## config.mk

```make
export PLATFORM = sky130hd
export DESIGN_NAME = gaf_port
export DESIGN_NICKNAME = d
export VERILOG_FILES = /design/src/rtl/gaf_pkg.sv /design/src/rtl/gaf_port.sv
export SDC_FILE = /design/constraint.sdc
export NUM_CORES = 1
export LEC_CHECK = 0
export BUFFER_PORTS_ARGS = -buffer_cell sky130_fd_sc_hd__buf_4
export CAP_MARGIN = 20
export CELL_PAD_IN_SITES_DETAIL_PLACEMENT = 0
export CELL_PAD_IN_SITES_GLOBAL_PLACEMENT = 2
export CORE_UTILIZATION = 35
export DETAILED_ROUTE_END_ITERATION = 7
export PLACE_DENSITY_LB_ADDON = 0.1
export RECOVER_POWER = 100
export SETUP_SLACK_MARGIN = 0.15
export SYNTH_ARGS = -nofsm -noshare
export SYNTH_HDL_FRONTEND = slang
export SYNTH_SLANG_ARGS = --single-unit
```

## constraint.sdc

```tcl
create_clock -name ref_clk_in -period 4.7 [get_ports ref_clk_in]
set_input_delay 0.47 -clock ref_clk_in [delete_from_list [all_inputs] [get_ports ref_clk_in]]
set_output_delay 0.47 -clock ref_clk_in [all_outputs]
set_load 0.05 [all_outputs]
```

## src/rtl/gaf_pkg.sv

```systemverilog
// Purpose: Shared constants and types for the alternate-function port
// Assumes: Ten port lines, index 0 is line 14, index 9 is line 23
// Notes:   Register offsets are byte addresses on the plain register port
package gaf_pkg;

    // ----------------------------------------------------------------
    // Port geometry and line positions
    // ----------------------------------------------------------------
    localparam int GP_LINES = 10;
    localparam int L_HADDR  = 0;  // Line 14
    localparam int L_RX     = 2;  // Line 16
    localparam int L_TX     = 3;  // Line 17
    localparam int L_IRQ0   = 4;  // Line 18
    localparam int L_ACK0   = 6;  // Line 20
    localparam int L_WAIT   = 8;  // Line 22
    localparam int L_STOP   = 9;  // Line 23

    // ----------------------------------------------------------------
    // Register map
    // ----------------------------------------------------------------
    localparam logic [7:0] REG_MODE    = 8'h00;
    localparam logic [7:0] REG_DIR     = 8'h04;
    localparam logic [7:0] REG_OUT     = 8'h08;
    localparam logic [7:0] REG_PIN     = 8'h0C;
    localparam logic [7:0] REG_ALT     = 8'h10;
    localparam logic [7:0] REG_IND_EN  = 8'h14;
    localparam logic [7:0] REG_IND_IDX = 8'h18;
    localparam logic [7:0] REG_IRQ_CFG = 8'h1C;
    localparam logic [7:0] REG_PEND    = 8'h20;
    localparam logic [7:0] REG_STAT    = 8'h24;

    // ----------------------------------------------------------------
    // Field positions and reset values
    // ----------------------------------------------------------------
    localparam int MODE_SERIAL = 0;
    localparam int MODE_PNP    = 1;
    localparam int CFG_ACK0    = 8;
    localparam int IND_HS      = 0;
    localparam int IND_EC      = 1;
    localparam int IND_TM      = 2;
    localparam int IND_AA      = 3;
    localparam logic [15:0] IND_IDX_RST = 16'h1760;
    localparam logic [9:0]  LINE_RST    = 10'h3FF; // Lines idle high
    localparam logic [15:0] HS_DATA_BPS = 16'h4B00; // 19,200 bps
    localparam logic [15:0] HS_FAX_BPS  = 16'h3840; // 14,400 bps

    // Interrupt input sensitivity
    typedef enum logic [2:0] {
        SNS_RISE, SNS_FALL, SNS_BOTH, SNS_HIGH, SNS_LOW
    } gaf_sense_t;

    // Modem condition inputs from the controller
    typedef struct packed {
        logic [15:0] link_rate;
        logic [15:0] fax_rate;
        logic        fax_mode;
        logic        ec_mode;
        logic        test_mode;
        logic [7:0]  answer_count_setting;
    } gaf_modem_t;

    // Whole block state
    typedef struct packed {
        logic [31:0] rdata;
        logic [1:0]  mode;
        logic [9:0]  dir;
        logic [9:0]  outv;
        logic [9:0]  alt;
        logic [3:0]  ind_en;
        logic [15:0] ind_idx;
        logic [9:0]  irq_cfg;
        logic [1:0]  pend;
        logic [1:0]  irq;
        logic        ring_flag;
        logic [9:0]  s1;
        logic [9:0]  s2;
        logic [9:0]  s3;
        logic [2:0]  rs;
        logic [9:0]  pin_out;
        logic [9:0]  pin_oe;
        logic        haddr15;
        logic        rx;
        logic        hold;
        logic        stop;
        logic        ring_det;
    } gaf_state_t;

endpackage

```

## src/rtl/gaf_port.sv

```systemverilog
// Purpose: Port lines 14..23 with indicators, interrupts and strap funcs
// Assumes: One 10 MHz clock; pins and ring input are asynchronous
// Notes:   Index 0 of every line vector is line 14
// Function
// - High-speed indicator low when data rate >= 19,200 or fax 14,400.
// - In serial mode each indicator can move to any port line.
// - In plug-and-play mode line 14 is host address bit 15.
// - Line 16 acts as auxiliary serial receive input when selected.
// - Line 17 drives auxiliary serial transmit output when selected.
// - Each external interrupt input can raise a processor interrupt.
// - Interrupt sense: rising, falling, both edges, high or low level.
// - Optional acknowledge on line 20 after interrupt 0.
// - Optional acknowledge on line 21 after interrupt 1.
// - Unused interrupt lines behave as ordinary port lines.
// - Error-correction indicator low in error-correction mode.
// - Test-mode indicator low while any test mode runs.
// - Wait input selected holds the external bus cycle while asserted.
// - Stop input low enters stop mode; high powers back up.
// - In stop mode the pins hold their drive; all other logic keeps running.
// - A buffered processor clock is driven on its own pin.
// - Ring input from line interface is monitored for rings.
// - Auto-answer indicator low while answer count setting non-zero.
`timescale 1ns/1ps

module gaf_port
    import gaf_pkg::*;
(
    // Clock and reset
    input  wire logic              ref_clk_in,
    input  wire logic              rst_b_in,
    // Register port
    input  wire logic [7:0]        reg_addr_in,
    input  wire logic [31:0]       reg_wdata_in,
    input  wire logic              reg_wr_in,
    input  wire logic              reg_rd_in,
    output logic      [31:0]       reg_rdata_out,
    // Controller side
    input  wire gaf_modem_t        modem_in,
    input  wire logic              aux_serial_tx_in,
    output logic                   aux_serial_rx_out,
    output logic                   host_addr_bit15_out,
    output logic      [1:0]        irq_out,
    output logic                   eb_hold_out,
    output logic                   stop_mode_out,
    output logic                   ring_detect_out,
    // Pins
    input  wire logic [GP_LINES-1:0] gp_line_in,
    output logic      [GP_LINES-1:0] gp_line_out,
    output logic      [GP_LINES-1:0] gp_line_oe_out,
    input  wire logic              ring_n_in,
    output logic                   cpu_clk_buf_out
);

    // ----------------------------------------------------------------
    // Helpers
    // ----------------------------------------------------------------

    // Sense match for one interrupt input
    function automatic logic sense_hit(input logic [2:0] m,
                                       input logic cur,
                                       input logic prv);
        logic h;
        h = 1'b0;
        case (gaf_sense_t'(m))
            SNS_RISE: h = cur & ~prv;
            SNS_FALL: h = ~cur & prv;
            SNS_BOTH: h = cur ^ prv;
            SNS_HIGH: h = cur;
            SNS_LOW:  h = ~cur;
            default:  h = 1'b0;
        endcase
        return h;
    endfunction

    // ----------------------------------------------------------------
    // State
    // ----------------------------------------------------------------
    gaf_state_t st;
    gaf_state_t next_st;
    logic       stopping;
    logic [3:0] ind_on;
    logic [1:0] trig;
    logic [1:0] pclr;
    logic       drv;
    logic       val;
    logic       wr_pend;

    // Buffered processor clock straight to its pin
    assign cpu_clk_buf_out = ref_clk_in;

    // Outputs straight from state
    assign reg_rdata_out       = st.rdata;
    assign gp_line_out         = st.pin_out;
    assign gp_line_oe_out      = st.pin_oe;
    assign host_addr_bit15_out = st.haddr15;
    assign aux_serial_rx_out   = st.rx;
    assign irq_out             = st.irq;
    assign eb_hold_out         = st.hold;
    assign stop_mode_out       = st.stop;
    assign ring_detect_out     = st.ring_det;

    // ----------------------------------------------------------------
    // Next state
    // ----------------------------------------------------------------
    always_comb
    begin
        next_st = st;
        drv = 1'b0;
        val = 1'b1;
        // Two-stage sync, third stage for edges
        next_st.s1 = gp_line_in;
        next_st.s2 = st.s1;
        next_st.s3 = st.s2;
        next_st.rs = {st.rs[1:0], ring_n_in};
        // Stop level on line 23
        stopping = st.alt[L_STOP] & ~st.s2[L_STOP];
        next_st.stop = stopping;
        // Indicator conditions
        ind_on[IND_HS] = (!modem_in.fax_mode
                          && modem_in.link_rate >= HS_DATA_BPS)
                         || (modem_in.fax_mode
                          && modem_in.fax_rate == HS_FAX_BPS);
        ind_on[IND_EC] = modem_in.ec_mode;
        ind_on[IND_TM] = modem_in.test_mode;
        ind_on[IND_AA] = |modem_in.answer_count_setting;
        // Interrupt detection, only when the function is selected
        for (int k = 0; k < 2; k++)
        begin
            trig[k] = st.alt[L_IRQ0+k]
                      & sense_hit(st.irq_cfg[k*3 +: 3],
                                  st.s2[L_IRQ0+k],
                                  st.s3[L_IRQ0+k]);
        end
        // Register writes
        wr_pend = reg_wr_in && reg_addr_in == REG_PEND;
        pclr = wr_pend ? reg_wdata_in[1:0] : 2'h0;
        if (reg_wr_in)
        begin
            case (reg_addr_in)
                REG_MODE:    next_st.mode    = reg_wdata_in[1:0];
                REG_DIR:     next_st.dir     = reg_wdata_in[9:0];
                REG_OUT:     next_st.outv    = reg_wdata_in[9:0];
                REG_ALT:     next_st.alt     = reg_wdata_in[9:0];
                REG_IND_EN:  next_st.ind_en  = reg_wdata_in[3:0];
                REG_IND_IDX: next_st.ind_idx = reg_wdata_in[15:0];
                REG_IRQ_CFG: next_st.irq_cfg = reg_wdata_in[9:0];
                default:     ;
            endcase
        end
        // Pending flags: set wins over clear
        next_st.pend = (st.pend & ~pclr) | trig;
        // Interrupt request registered beside its pending flag
        next_st.irq = next_st.pend & next_st.alt[L_IRQ0+1:L_IRQ0];
        // Ring: falling edge of synced input
        next_st.ring_det = ~st.rs[1] & st.rs[2];
        next_st.ring_flag = (st.ring_flag
                             & ~(reg_wr_in && reg_addr_in == REG_STAT
                                 && reg_wdata_in[0]))
                            | next_st.ring_det;
        // Read data, valid only the cycle after the strobe
        next_st.rdata = 32'h0;
        if (reg_rd_in)
        begin
            case (reg_addr_in)
                REG_MODE:    next_st.rdata = {30'h0, st.mode};
                REG_DIR:     next_st.rdata = {22'h0, st.dir};
                REG_OUT:     next_st.rdata = {22'h0, st.outv};
                REG_PIN:     next_st.rdata = {22'h0, st.s2};
                REG_ALT:     next_st.rdata = {22'h0, st.alt};
                REG_IND_EN:  next_st.rdata = {28'h0, st.ind_en};
                REG_IND_IDX: next_st.rdata = {16'h0, st.ind_idx};
                REG_IRQ_CFG: next_st.rdata = {22'h0, st.irq_cfg};
                REG_PEND:    next_st.rdata = {30'h0, st.pend};
                REG_STAT:    next_st.rdata = {26'h0, ind_on,
                                              st.stop, st.ring_flag};
                default:     next_st.rdata = 32'h0;
            endcase
        end
        // Pin drive; frozen while stopped
        if (!stopping)
        begin
            for (int i = 0; i < GP_LINES; i++)
            begin
                drv = st.dir[i];
                val = st.outv[i];
                for (int k = 0; k < 4; k++)
                begin
                    if (st.mode[MODE_SERIAL] && st.ind_en[k]
                        && st.ind_idx[k*4 +: 4] == 4'(i))
                    begin
                        drv = 1'b1;
                        val = ~ind_on[k];
                    end
                end
                if (i == L_TX && st.alt[L_TX])
                begin
                    drv = 1'b1;
                    val = aux_serial_tx_in;
                end
                if ((i == L_ACK0 || i == L_ACK0 + 1)
                    && st.alt[i-2] && st.irq_cfg[CFG_ACK0+i-L_ACK0])
                begin
                    drv = 1'b1;
                    val = st.pend[i-L_ACK0];
                end
                if ((i == L_HADDR && st.mode[MODE_PNP])
                    || ((i == L_RX || i == L_IRQ0 || i == L_IRQ0 + 1
                         || i == L_WAIT || i == L_STOP) && st.alt[i]))
                begin
                    drv = 1'b0;
                end
                next_st.pin_oe[i]  = drv;
                next_st.pin_out[i] = val;
            end
        end
        // Alternate-function inputs to the controller
        next_st.haddr15 = st.mode[MODE_PNP] & st.s2[L_HADDR];
        next_st.rx = st.alt[L_RX] ? st.s2[L_RX] : 1'b1;
        next_st.hold = st.alt[L_WAIT] & ~st.s2[L_WAIT];
    end

    // ----------------------------------------------------------------
    // Registers
    // ----------------------------------------------------------------
    always_ff @(posedge ref_clk_in or negedge rst_b_in)
    begin
        if (!rst_b_in)
        begin
            st         <= '0;
            st.ind_idx <= IND_IDX_RST;
            st.outv    <= LINE_RST;
            st.s1      <= LINE_RST;
            st.s2      <= LINE_RST;
            st.s3      <= LINE_RST;
            st.rs      <= 3'h7;
            st.pin_out <= LINE_RST;
            st.rx      <= 1'b1;
        end
        else
        begin
            st <= next_st;
        end
    end
endmodule

```

After elaboration in Yosys (flattened, before gate mapping)
Cells that the tools add are included.

Flip-flop bits (word level): 153. Word-level logic and storage cells: 279. Input port bits: 99.

Bitwise operators: 30. Order comparisons: 1. Eq/ne operators: 54. Multiplexer cells: 103. Reduce and logical (&&, ||, !) cells: 68.

Operators with widths (number): $pmux W16 S10 (1); $mux W1 (93); $eq A4 B3 Y1 const B (16); $logic_and A1 B1 Y1 (51); $mux W36 (1); $eq A4 B2 Y1 const B (8); $eq A4 B4 Y1 const B (8); $eq A8 B5 Y1 const B (4); $mux W16 (2); $eq A16 B14 Y1 const B (1); $eq A4 B1 Y1 const B (4); $eq A8 B4 Y1 const B (2); $eq A8 B6 Y1 const B (2); $ge A16 B15 Y1 const B (1); $logic_not A4 Y1 (4); $reduce_and A2 Y1 (7); $eq A3 B2 Y1 const B (4); $not A1 Y1 (12); $and A1 B1 Y1 (11); $mux W10 (1); $pmux W1 S5 (2); $eq A8 B3 Y1 const B (1); $logic_not A8 Y1 (1); $reduce_or A8 Y1 (1); 13 further kinds (18).

Longest topological paths before layout
Gate-level depths: netlist (run 1).

Word-level depth: 9. Depth in mapped cells: 7. Depth with buffers taken out: 7.

==> qor.json, run 1 <==
{
  "area_delta_synth_final": {"value": 16.6, "unit": "%"},
  "final.setup.tns": {"value": 0, "unit": "ns"},
  "timing.max_slew.rel_slack": {"value": -74.5, "unit": "%"},
  "synth_top_cells_by_area": {"value": "sky130_fd_sc_hd__dfrtp_1, sky130_fd_sc_hd__dfstp_2, sky130_fd_sc_hd__mux2_2, sky130_fd_sc_hd__buf_4, sky130_fd_sc_hd__nand2_1"},
  "synth.lib_cells_used.distinct": {"value": 69},
  "outcome": {"value": "finished with violations"},
  "worst_hold_slack": {"value": 0.0303, "unit": "ns"},
  "holdCritPathClass": {"value": "primary input to register"},
  "crit_type": {"value": "primary input to register"},
  "grt_first_pass_wirelength": {"value": 31700, "unit": "microns"},
  "grt_start_max_net_pins": {"value": 104},
  "ys.warnings.count": {"value": 0},
  "postSynthRegisterBits": {"value": 133},
  "ys_dominant_reg_cell": {"value": "sky130_fd_sc_hd__dfrtp_1"},
  "power.share.switching": {"value": 29.6, "unit": "%"},
  "cts_setup_buffers": {"value": 0},
  "vias": {"value": 5312},
  "worst_path_dominant_cell_family": {"value": "simple AND/OR/NAND/NOR gates"},
  "route.final.wire_length": {"value": 21100, "unit": "microns"},
  "synth-edff-count": {"value": 0},
  "design.final.nets": {"value": 799},
  "final_min_period": {"value": 3.66, "unit": "ns"},
  "layout_worst_path_cycle_share": {"value": 78.0, "unit": "%"},
  "drt_first_iter_violations": {"value": 312},
  "sequential_area_share_after_synthesis": {"value": 48.7, "unit": "%"},
  "worstPathCellList": {"value": "clkbuf_1, nor4b_1, and2_0, buf_4, nand2_1, mux2_2"},
  "timing.critical_path.arrival": {"value": 4.08, "unit": "ns"},
  "antenna_left": {"value": 0},
  "hold_viol": {"value": 0},
  "vdd_ir_drop_max": {"value": 0.371, "unit": "mV"},
  "synth_area_leader_cell": {"value": "sky130_fd_sc_hd__dfrtp_1"},
  "critical-path-max-stage-delay": {"value": 1.63, "unit": "ns"},
  "number_of_buffers_and_inverters_on_the_critical_path": {"value": 2},
  "synth_top_cell_area_share": {"value": 29.1, "unit": "%"},
  "cts-resized-gates": {"value": 0},
  "cp-end-kind": {"value": "register"},
  "combinational_share_of_power": {"value": 9.3, "unit": "%"},
  "required": {"value": 5.12, "unit": "ns"},
  "io_buffers": {"value": 118},
  "critPathMaxFanout": {"value": 16},
  "ioPinCount": {"value": 159},
  "die_y": {"value": 143, "unit": "microns"},
  "p_switching": {"value": 898, "unit": "uW"},
  "sequentialPowerShare": {"value": 42.3, "unit": "%"},
  "detail_route.first_pass.iterations": {"value": 5},
  "worst_setup_hold_path_clk_slew": {"value": 0.07, "unit": "ns"},
  "synth_area_per_cell": {"value": 11.3, "unit": "sq um"},
  "start_util": {"value": 35.8, "unit": "%"},
  "power_frac_clock": {"value": 48.3, "unit": "%"},
  "synth-async-reset-ratio": {"value": 100, "unit": "%"},
  "final.setup_skew": {"value": 0.00964, "unit": "ns"},
  "routability_congestion_estimate_from_global_placement": {"value": 0.854},
  "violations_in_the_final_reports": {"value": "max-capacitance violations, max-slew violations"},
  "cts-hold-fix-buffers": {"value": 0},
  "cp-start-kind": {"value": "primary input"},
  "power-per-cell-area": {"value": 373, "unit": "nW/um^2"},
  "row_count": {"value": 51},
  "tritoncts": {"value": "built"},
  "place_hpwl": {"value": 15400, "unit": "microns"},
  "area_of_the_die": {"value": 20500, "unit": "sq um"},
  "fraction_of_final_layout_cells_sized_beyond_drive_strength_1": {"value": 33.1, "unit": "%"},
  "mappedNetlistArea": {"value": 6970, "unit": "sq um"},
  "chip_width": {"value": 143, "unit": "microns"},
  "routed_via_density": {"value": 5.45},
  "grt_antenna_before_repair": {"value": 0},
  "fmax": {"value": 273, "unit": "MHz"},
  "first_global_vias": {"value": 5186},
  "synth_most_common_cell": {"value": "sky130_fd_sc_hd__dfrtp_1"},
  "wl_per_cell": {"value": 21.7, "unit": "microns"},
  "groute.usage.overall": {"value": 21.5, "unit": "%"},
  "antenna-diode-count": {"value": 0},
  "remaining_global_route_overflow": {"value": 0},
  "power.leakage": {"value": 0.00352, "unit": "uW"},
  "max_slew.worst_pin.slew": {"value": 2.62, "unit": "ns"},
  "clkLatencyLatePin": {"value": 0.54, "unit": "ns"},
  "report.final.slew_viol_count": {"value": 128},
  "remaining_drc_errors": {"value": 0},
  "r2r_slack": {"value": 1.37, "unit": "ns"},
  "total_of_max_cap_violations": {"value": 4},
  "core_area": {"value": 19500, "unit": "sq um"},
  "finalSetupViolations": {"value": 0},
  "crit_path_top_delay_cell": {"value": "sky130_fd_sc_hd__nor4b_1"},
  "grt_setup_unrepaired": {"value": "no"},
  "netlist_instances": {"value": 618},
  "cell_internal_pwr": {"value": 2140, "unit": "uW"},
  "post_synth_most_frequent_cells": {"value": "sky130_fd_sc_hd__dfrtp_1, sky130_fd_sc_hd__mux2_2, sky130_fd_sc_hd__buf_4, sky130_fd_sc_hd__dfstp_2, sky130_fd_sc_hd__nand2_1"}
}
## power by group through the flow
stage	clock [uW]	combinational, uW	sequential (uW)
after floorplan	45.9	203	1270
after global placement	45.9	301	1300
after detailed placement	45.9	304	1310
after CTS	1510	305	1290
after global routing	1550	304	1290
final	1470	283	1290
## final cells by class
cell class	count	area, sq um
repair buffers	123	741
multi-input cells	408	2970
fillers	1929	11300
clock buffers	21	504
flip-flops and latches	133	3390
inverters	9	33.8
well taps	265	332
clock inverters	15	155
## state kept, by name (all words and copies together), names as in the netlist, 2 cells and up
| name | count |
|---|---|
| gp_line_oe_out | 10 |
| reg_rdata_out | 16 |
| st | 68 |
| gp_line_out | 10 |
| next_st | 22 |
| irq_out | 2 |
## path summary, 6_finish.rpt
kind	endpoint	from	cells after the start
setup reg to reg	gp_line_oe_out[1]	next_st[37]	7
min in group asynchronous	reg_rdata_out[1]	rst_b_in	1
hold reg to reg	next_st[34]	next_st[44]	0
hold / removal	next_st[45]	gp_line_in[7]	1
setup / recovery	st[76]	reg_addr_in[2]	6
max in group asynchronous	eb_hold_out	rst_b_in	1
## cells by family (layout without fill, tap and decap cells)
kind of cell    count (synthesis)  in the layout  synth area share [%]
compound gates                129            129                  13.4
fa+ha+maj                       4              4                 0.718
buf+inv                        92            168                  8.36
flops                         133            133                  48.7
mux                            78             78                  12.8
other cells                     1             16                0.0538
simple gates                  181            181                  16.0
## cell usage in the layout, fill, tap and decap left out, types with 7 or more instances in the layout
cell	netlist	layout
sky130_fd_sc_hd__a21o_1	7	7
sky130_fd_sc_hd__a21oi_1	28	28
sky130_fd_sc_hd__a22o_1	10	10
sky130_fd_sc_hd__a22oi_1	7	7
sky130_fd_sc_hd__a31oi_1	11	11
sky130_fd_sc_hd__buf_4	58	63
sky130_fd_sc_hd__clkbuf_1	19	49
sky130_fd_sc_hd__clkbuf_16	0	20
sky130_fd_sc_hd__clkbuf_4	0	11
sky130_fd_sc_hd__conb_1	1	16
sky130_fd_sc_hd__dfrtp_1	81	81
sky130_fd_sc_hd__dfstp_2	52	46
sky130_fd_sc_hd__inv_1	8	8
sky130_fd_sc_hd__mux2_2	64	64
sky130_fd_sc_hd__mux2i_1	10	10
sky130_fd_sc_hd__nand2_1	40	45
sky130_fd_sc_hd__nand3_1	18	18
sky130_fd_sc_hd__nor2_1	27	28
sky130_fd_sc_hd__nor2b_1	7	7
sky130_fd_sc_hd__nor3_1	14	14
sky130_fd_sc_hd__o21ai_0	10	10
## routing by layer
layer  vias to the layer above  GRT usage (%)  wire [microns]
met5                         -              0               0
met4                         0           7.07             291
met3                        27           4.63            1060
met2                       196           34.8           10200
met1                      2696           28.3            9560
li1                       2393              -               -
## metrics by stage
step	cell area, sq um	instances	util [%]	power [uW]	setup slack [ns]
detailed placement	7740	939	39.8	1660	1.71
finish	8130	974	41.8	3030	1.04
global placement	7740	939	39.8	1650	1.71
floorplan	7030	633	-	1520	1.71
global route	8130	974	41.8	3150	0.967
CTS	8400	974	43.2	3100	1.45
No activity file was read; power rests on OpenSTA's default activity.
==> run 2, diff against run 1 <==
--- a/config.mk
+++ b/config.mk
@@ -5,11 +5,12 @@
 export SDC_FILE = /design/constraint.sdc
 export NUM_CORES = 1
 export LEC_CHECK = 0
+export ABC_AREA = 1
 export BUFFER_PORTS_ARGS = -buffer_cell sky130_fd_sc_hd__buf_4
 export CAP_MARGIN = 20
 export CELL_PAD_IN_SITES_DETAIL_PLACEMENT = 0
 export CELL_PAD_IN_SITES_GLOBAL_PLACEMENT = 2
-export CORE_UTILIZATION = 35
+export CORE_UTILIZATION = 28
 export DETAILED_ROUTE_END_ITERATION = 7
 export PLACE_DENSITY_LB_ADDON = 0.1
 export RECOVER_POWER = 100
==> constraint.sdc (replaced) <==
create_clock -name ref_clk_in -period 3 [get_ports ref_clk_in]
set_input_delay 0.3 -clock ref_clk_in [delete_from_list [all_inputs] [get_ports ref_clk_in]]
set_output_delay 0.3 -clock ref_clk_in [all_outputs]
set_load 0.05 [all_outputs]
==> run 2 against run 1 <==
Compared with the run above: the run ends with negative hold slack, max-capacitance violations, max-slew violations left; global-route usage down 2.1 points; count of clock-buffer cells in the layout up 2; final area up 5.4%; register-to-register slack worse by 0.54 ns; non-clock buffer count up 24; critical endpoint is now cpu_clk_buf_out; largest cell class unchanged.
==> qor.json, run 2 <==
{
  "wl_per_cell": {"value": 17.9, "unit": "microns", "change": "was 21.7 microns"},
  "area_of_the_die": {"value": 25600, "unit": "sq um", "change": "was 20500 sq um"},
  "timing.critical_path.arrival": {"value": 2.03, "unit": "ns", "change": "was 4.08 ns"},
  "place_hpwl": {"value": 18000, "unit": "microns", "change": "was 15400 microns"},
  "vias": {"value": 5996, "change": "was 5312"},
  "hold_viol": {"value": 2, "change": "was 0"},
  "vdd_ir_drop_max": {"value": 0.321, "unit": "mV", "change": "was 0.371 mV"},
  "final_cell_mix": {"value": "sky130_fd_sc_hd__nand2_1, sky130_fd_sc_hd__inv_1, sky130_fd_sc_hd__o21ai_0", "change": "was sky130_fd_sc_hd__dfrtp_1, sky130_fd_sc_hd__mux2_2, sky130_fd_sc_hd__buf_4"},
  "tritoncts": {"value": "built", "change": "unchanged"},
  "synth_top_cells_by_area": {"value": "sky130_fd_sc_hd__dfrtp_1, sky130_fd_sc_hd__dfstp_2, sky130_fd_sc_hd__nand2_1, sky130_fd_sc_hd__inv_1, sky130_fd_sc_hd__buf_4", "change": "was sky130_fd_sc_hd__dfrtp_1, sky130_fd_sc_hd__dfstp_2, sky130_fd_sc_hd__mux2_2, sky130_fd_sc_hd__buf_4, sky130_fd_sc_hd__nand2_1"},
  "timing.max_slew.rel_slack": {"value": -25.1, "unit": "%", "change": "was -74.5%"},
  "worst_hold_slack": {"value": -0.00658, "unit": "ns", "change": "was 0.0303 ns"},
  "final_critical_path_setup_slack": {"value": 0.674, "unit": "ns", "change": "was 1.04 ns"},
  "groute.usage.overall": {"value": 19.4, "unit": "%", "change": "was 21.5%"},
  "total_of_max_cap_violations": {"value": 1, "change": "was 4"},
  "first_global_vias": {"value": 6058, "change": "was 5186"},
  "violations_in_the_final_reports": {"value": "negative hold slack, max-capacitance violations, max-slew violations", "change": "was max-capacitance violations, max-slew violations"},
  "antenna-diode-count": {"value": 0, "change": "unchanged"},
  "grt_start_max_net_pins": {"value": 74, "change": "was 104"},
  "required": {"value": 2.70, "unit": "ns", "change": "was 5.12 ns"},
  "synth_most_common_cell": {"value": "sky130_fd_sc_hd__nand2_1", "change": "was sky130_fd_sc_hd__dfrtp_1"},
  "synth.lib_cells_used.distinct": {"value": 40, "change": "was 69"},
  "grt_antenna_before_repair": {"value": 0, "change": "unchanged"},
  "remaining_global_route_overflow": {"value": 0, "change": "unchanged"},
  "postSynthRegisterBits": {"value": 133, "change": "unchanged"},
  "design_power_total": {"value": 5000, "unit": "uW", "change": "was 3030 uW"},
  "ioPinCount": {"value": 159, "change": "unchanged"},
  "holdCritPathClass": {"value": "primary input to register", "change": "unchanged"},
  "area_delta_synth_final": {"value": 22.3, "unit": "%", "change": "was 16.6%"},
  "clkLatencyLatePin": {"value": 0.54, "unit": "ns", "change": "about the same"},
  "detail_route.first_pass.iterations": {"value": 4, "change": "was 5"},
  "drt_first_iter_violations": {"value": 388, "change": "was 312"},
  "crit_type": {"value": "clock port to primary output", "change": "was primary input to register"},
  "chip_width": {"value": 160, "unit": "microns", "change": "was 143 microns"},
  "finalSetupViolations": {"value": 0, "change": "unchanged"},
  "final.setup.tns": {"value": 0, "unit": "ns", "change": "unchanged"},
  "design.final.nets": {"value": 1096, "change": "was 799"},
  "place_worst_setup_slack": {"value": 0.841, "unit": "ns", "change": "was 1.71 ns"},
  "synth_area_per_cell": {"value": 7.94, "unit": "sq um", "change": "was 11.3 sq um"},
  "route.final.wire_length": {"value": 23800, "unit": "microns", "change": "was 21100 microns"},
  "grt_first_pass_wirelength": {"value": 36800, "unit": "microns", "change": "was 31700 microns"},
  "final.setup_skew": {"value": 0.0101, "unit": "ns", "change": "was 0.00964 ns"},
  "routability_congestion_estimate_from_global_placement": {"value": 0.792, "change": "was 0.854"},
  "ys.warnings.count": {"value": 0, "change": "unchanged"},
  "routed_via_density": {"value": 4.51, "change": "was 5.45"},
  "die_y": {"value": 160, "unit": "microns", "change": "was 143 microns"},
  "synth-async-reset-ratio": {"value": 100, "unit": "%", "change": "unchanged"},
  "power.leakage": {"value": 0.00401, "unit": "uW", "change": "was 0.00352 uW"},
  "worst_setup_hold_path_clk_slew": {"value": 0.06, "unit": "ns", "change": "was 0.07 ns"},
  "cp-end-kind": {"value": "primary output", "change": "was register"},
  "grt_setup_unrepaired": {"value": "no", "change": "unchanged"},
  "remaining_drc_errors": {"value": 0, "change": "unchanged"},
  "largest_register_ff_count": {"value": 68, "change": "unchanged"},
  "mappedNetlistArea": {"value": 7000, "unit": "sq um", "change": "was 6970 sq um"},
  "synth-edff-count": {"value": 0, "change": "unchanged"},
  "netlist_instances": {"value": 882, "change": "was 618"},
  "row_count": {"value": 57, "change": "was 51"},
  "antenna_left": {"value": 0, "change": "unchanged"},
  "fraction_of_final_layout_cells_sized_beyond_drive_strength_1": {"value": 17.5, "unit": "%", "change": "was 33.1%"},
  "report.final.slew_viol_count": {"value": 74, "change": "was 128"},
  "max_slew.worst_pin.slew": {"value": 1.88, "unit": "ns", "change": "was 2.62 ns"},
  "synth_top_cell_area_share": {"value": 28.9, "unit": "%", "change": "was 29.1%"},
  "ys_dominant_reg_cell": {"value": "sky130_fd_sc_hd__dfrtp_1", "change": "unchanged"},
  "sequential_area_share_after_synthesis": {"value": 48.5, "unit": "%", "change": "was 48.7%"},
  "cts-resized-gates": {"value": 0, "change": "unchanged"},
  "final_common_cell": {"value": "sky130_fd_sc_hd__nand2_1", "change": "was sky130_fd_sc_hd__dfrtp_1"},
  "largest_register": {"value": "st", "change": "unchanged"},
  "io_buffers": {"value": 118, "change": "unchanged"},
  "core_area": {"value": 24400, "unit": "sq um", "change": "was 19500 sq um"},
  "start_util": {"value": 28.7, "unit": "%", "change": "was 35.8%"},
  "synth_area_leader_cell": {"value": "sky130_fd_sc_hd__dfrtp_1", "change": "unchanged"},
  "critPathMaxFanout": {"value": 2, "change": "was 16"},
  "power-per-cell-area": {"value": 584, "unit": "nW/um^2", "change": "was 373 nW/um^2"},
  "post_synth_most_frequent_cells": {"value": "sky130_fd_sc_hd__nand2_1, sky130_fd_sc_hd__inv_1, sky130_fd_sc_hd__dfrtp_1, sky130_fd_sc_hd__o21ai_0, sky130_fd_sc_hd__nor2_1", "change": "was sky130_fd_sc_hd__dfrtp_1, sky130_fd_sc_hd__mux2_2, sky130_fd_sc_hd__buf_4, sky130_fd_sc_hd__dfstp_2, sky130_fd_sc_hd__nand2_1"},
  "outcome": {"value": "finished with violations", "change": "unchanged"},
  "nFillCells": {"value": 2691, "change": "was 1929"},
  "cp-start-kind": {"value": "clock port", "change": "was primary input"}
}
run 2: changes by cell type after synthesis, sizes merged, moves of 13 or more:
cell   delta
nand2   +178
inv     +113
o21ai    +86
mux2     -65
nor2     +51
a21oi    +13
run 2: through the flow:
| stage | util [%] | std cells | instance area (sq um) |
|---|---|---|---|
| floorplan | - | 897 | 7060 |
| detailed placement | 32.5 | 1275 | 7920 |
| CTS | 36.1 | 1330 | 8820 |
| global placement | 32.5 | 1275 | 7920 |
| global route | 35.1 | 1330 | 8560 |
| finish | 35.1 | 1330 | 8560 |
run 2: worst paths after layout:
path / cells after the start / endpoint / from / slack [ns]
setup / recovery: 3 / cpu_clk_buf_out / ref_clk_in / 0.67
hold / removal: 3 / reg_rdata_out[1] / reg_rd_in / -0.007
setup reg to reg: 8 / gp_line_out[5] / st[123] / 0.83
hold reg to reg: 0 / next_st[30] / next_st[40] / 0.36
max in group asynchronous: 3 / st[78] / rst_b_in / 0.78
min in group asynchronous: 2 / st[95] / rst_b_in / 0.83
run 2: repair_timing:
item                       4_1_cts  5_1_grt
hold buffers                    20        0
hold endpoints to repair        62        0
buffers inserted                 0        0
setup endpoints to repair        0        0
run 2: critical path, stage by stage:
cell and delay [ns]:
sky130_fd_sc_hd__clkbuf_16 0.12, sky130_fd_sc_hd__clkbuf_16 0.13, sky130_fd_sc_hd__clkbuf_1 0.28
run 2: layout make-up:
class | instances | area [sq um] | share of cell area (%)
well taps | 324 | 405 | 4.73
clock buffers | 23 | 532 | 6.21
inverters | 122 | 459 | 5.36
flip-flops and latches | 133 | 3390 | 39.6
clock inverters | 13 | 169 | 1.97
repair buffers | 147 | 976 | 11.4
multi-input cells | 568 | 2630 | 30.7
run 2: logic make-up after synthesis:
kind of cell    after synthesis  share of synthesized area [%]
flops                       133                           48.5
compound gates              174                           13.9
simple gates                373                           22.9
fa+ha+maj                     4                          0.715
mux                           1                          0.161
other cells                   1                         0.0536
buf+inv                     196                           13.8
run 2: layer usage:
| layer | share of wire (%) | wire length (microns) | GRT usage [%] | vias up |
|---|---|---|---|---|
| met5 | 0 | 0 | 0 | - |
| met4 | 1.8 | 421 | 6.06 | 0 |
| met3 | 2.9 | 696 | 3.14 | 28 |
| met2 | 45 | 10800 | 30.7 | 140 |
| met1 | 50 | 11800 | 26.9 | 2848 |
| li1 | - | - | - | 2980 |
run 2: power breakdown:
group	internal, uW	total [uW]	leakage (uW)	switching [uW]
Sequential	1910	1970	0.00159	60.1
Clock	1540	2510	0.000332	973
Combinational	155	524	0.00209	370
Total	3600	5000	0.00401	1400
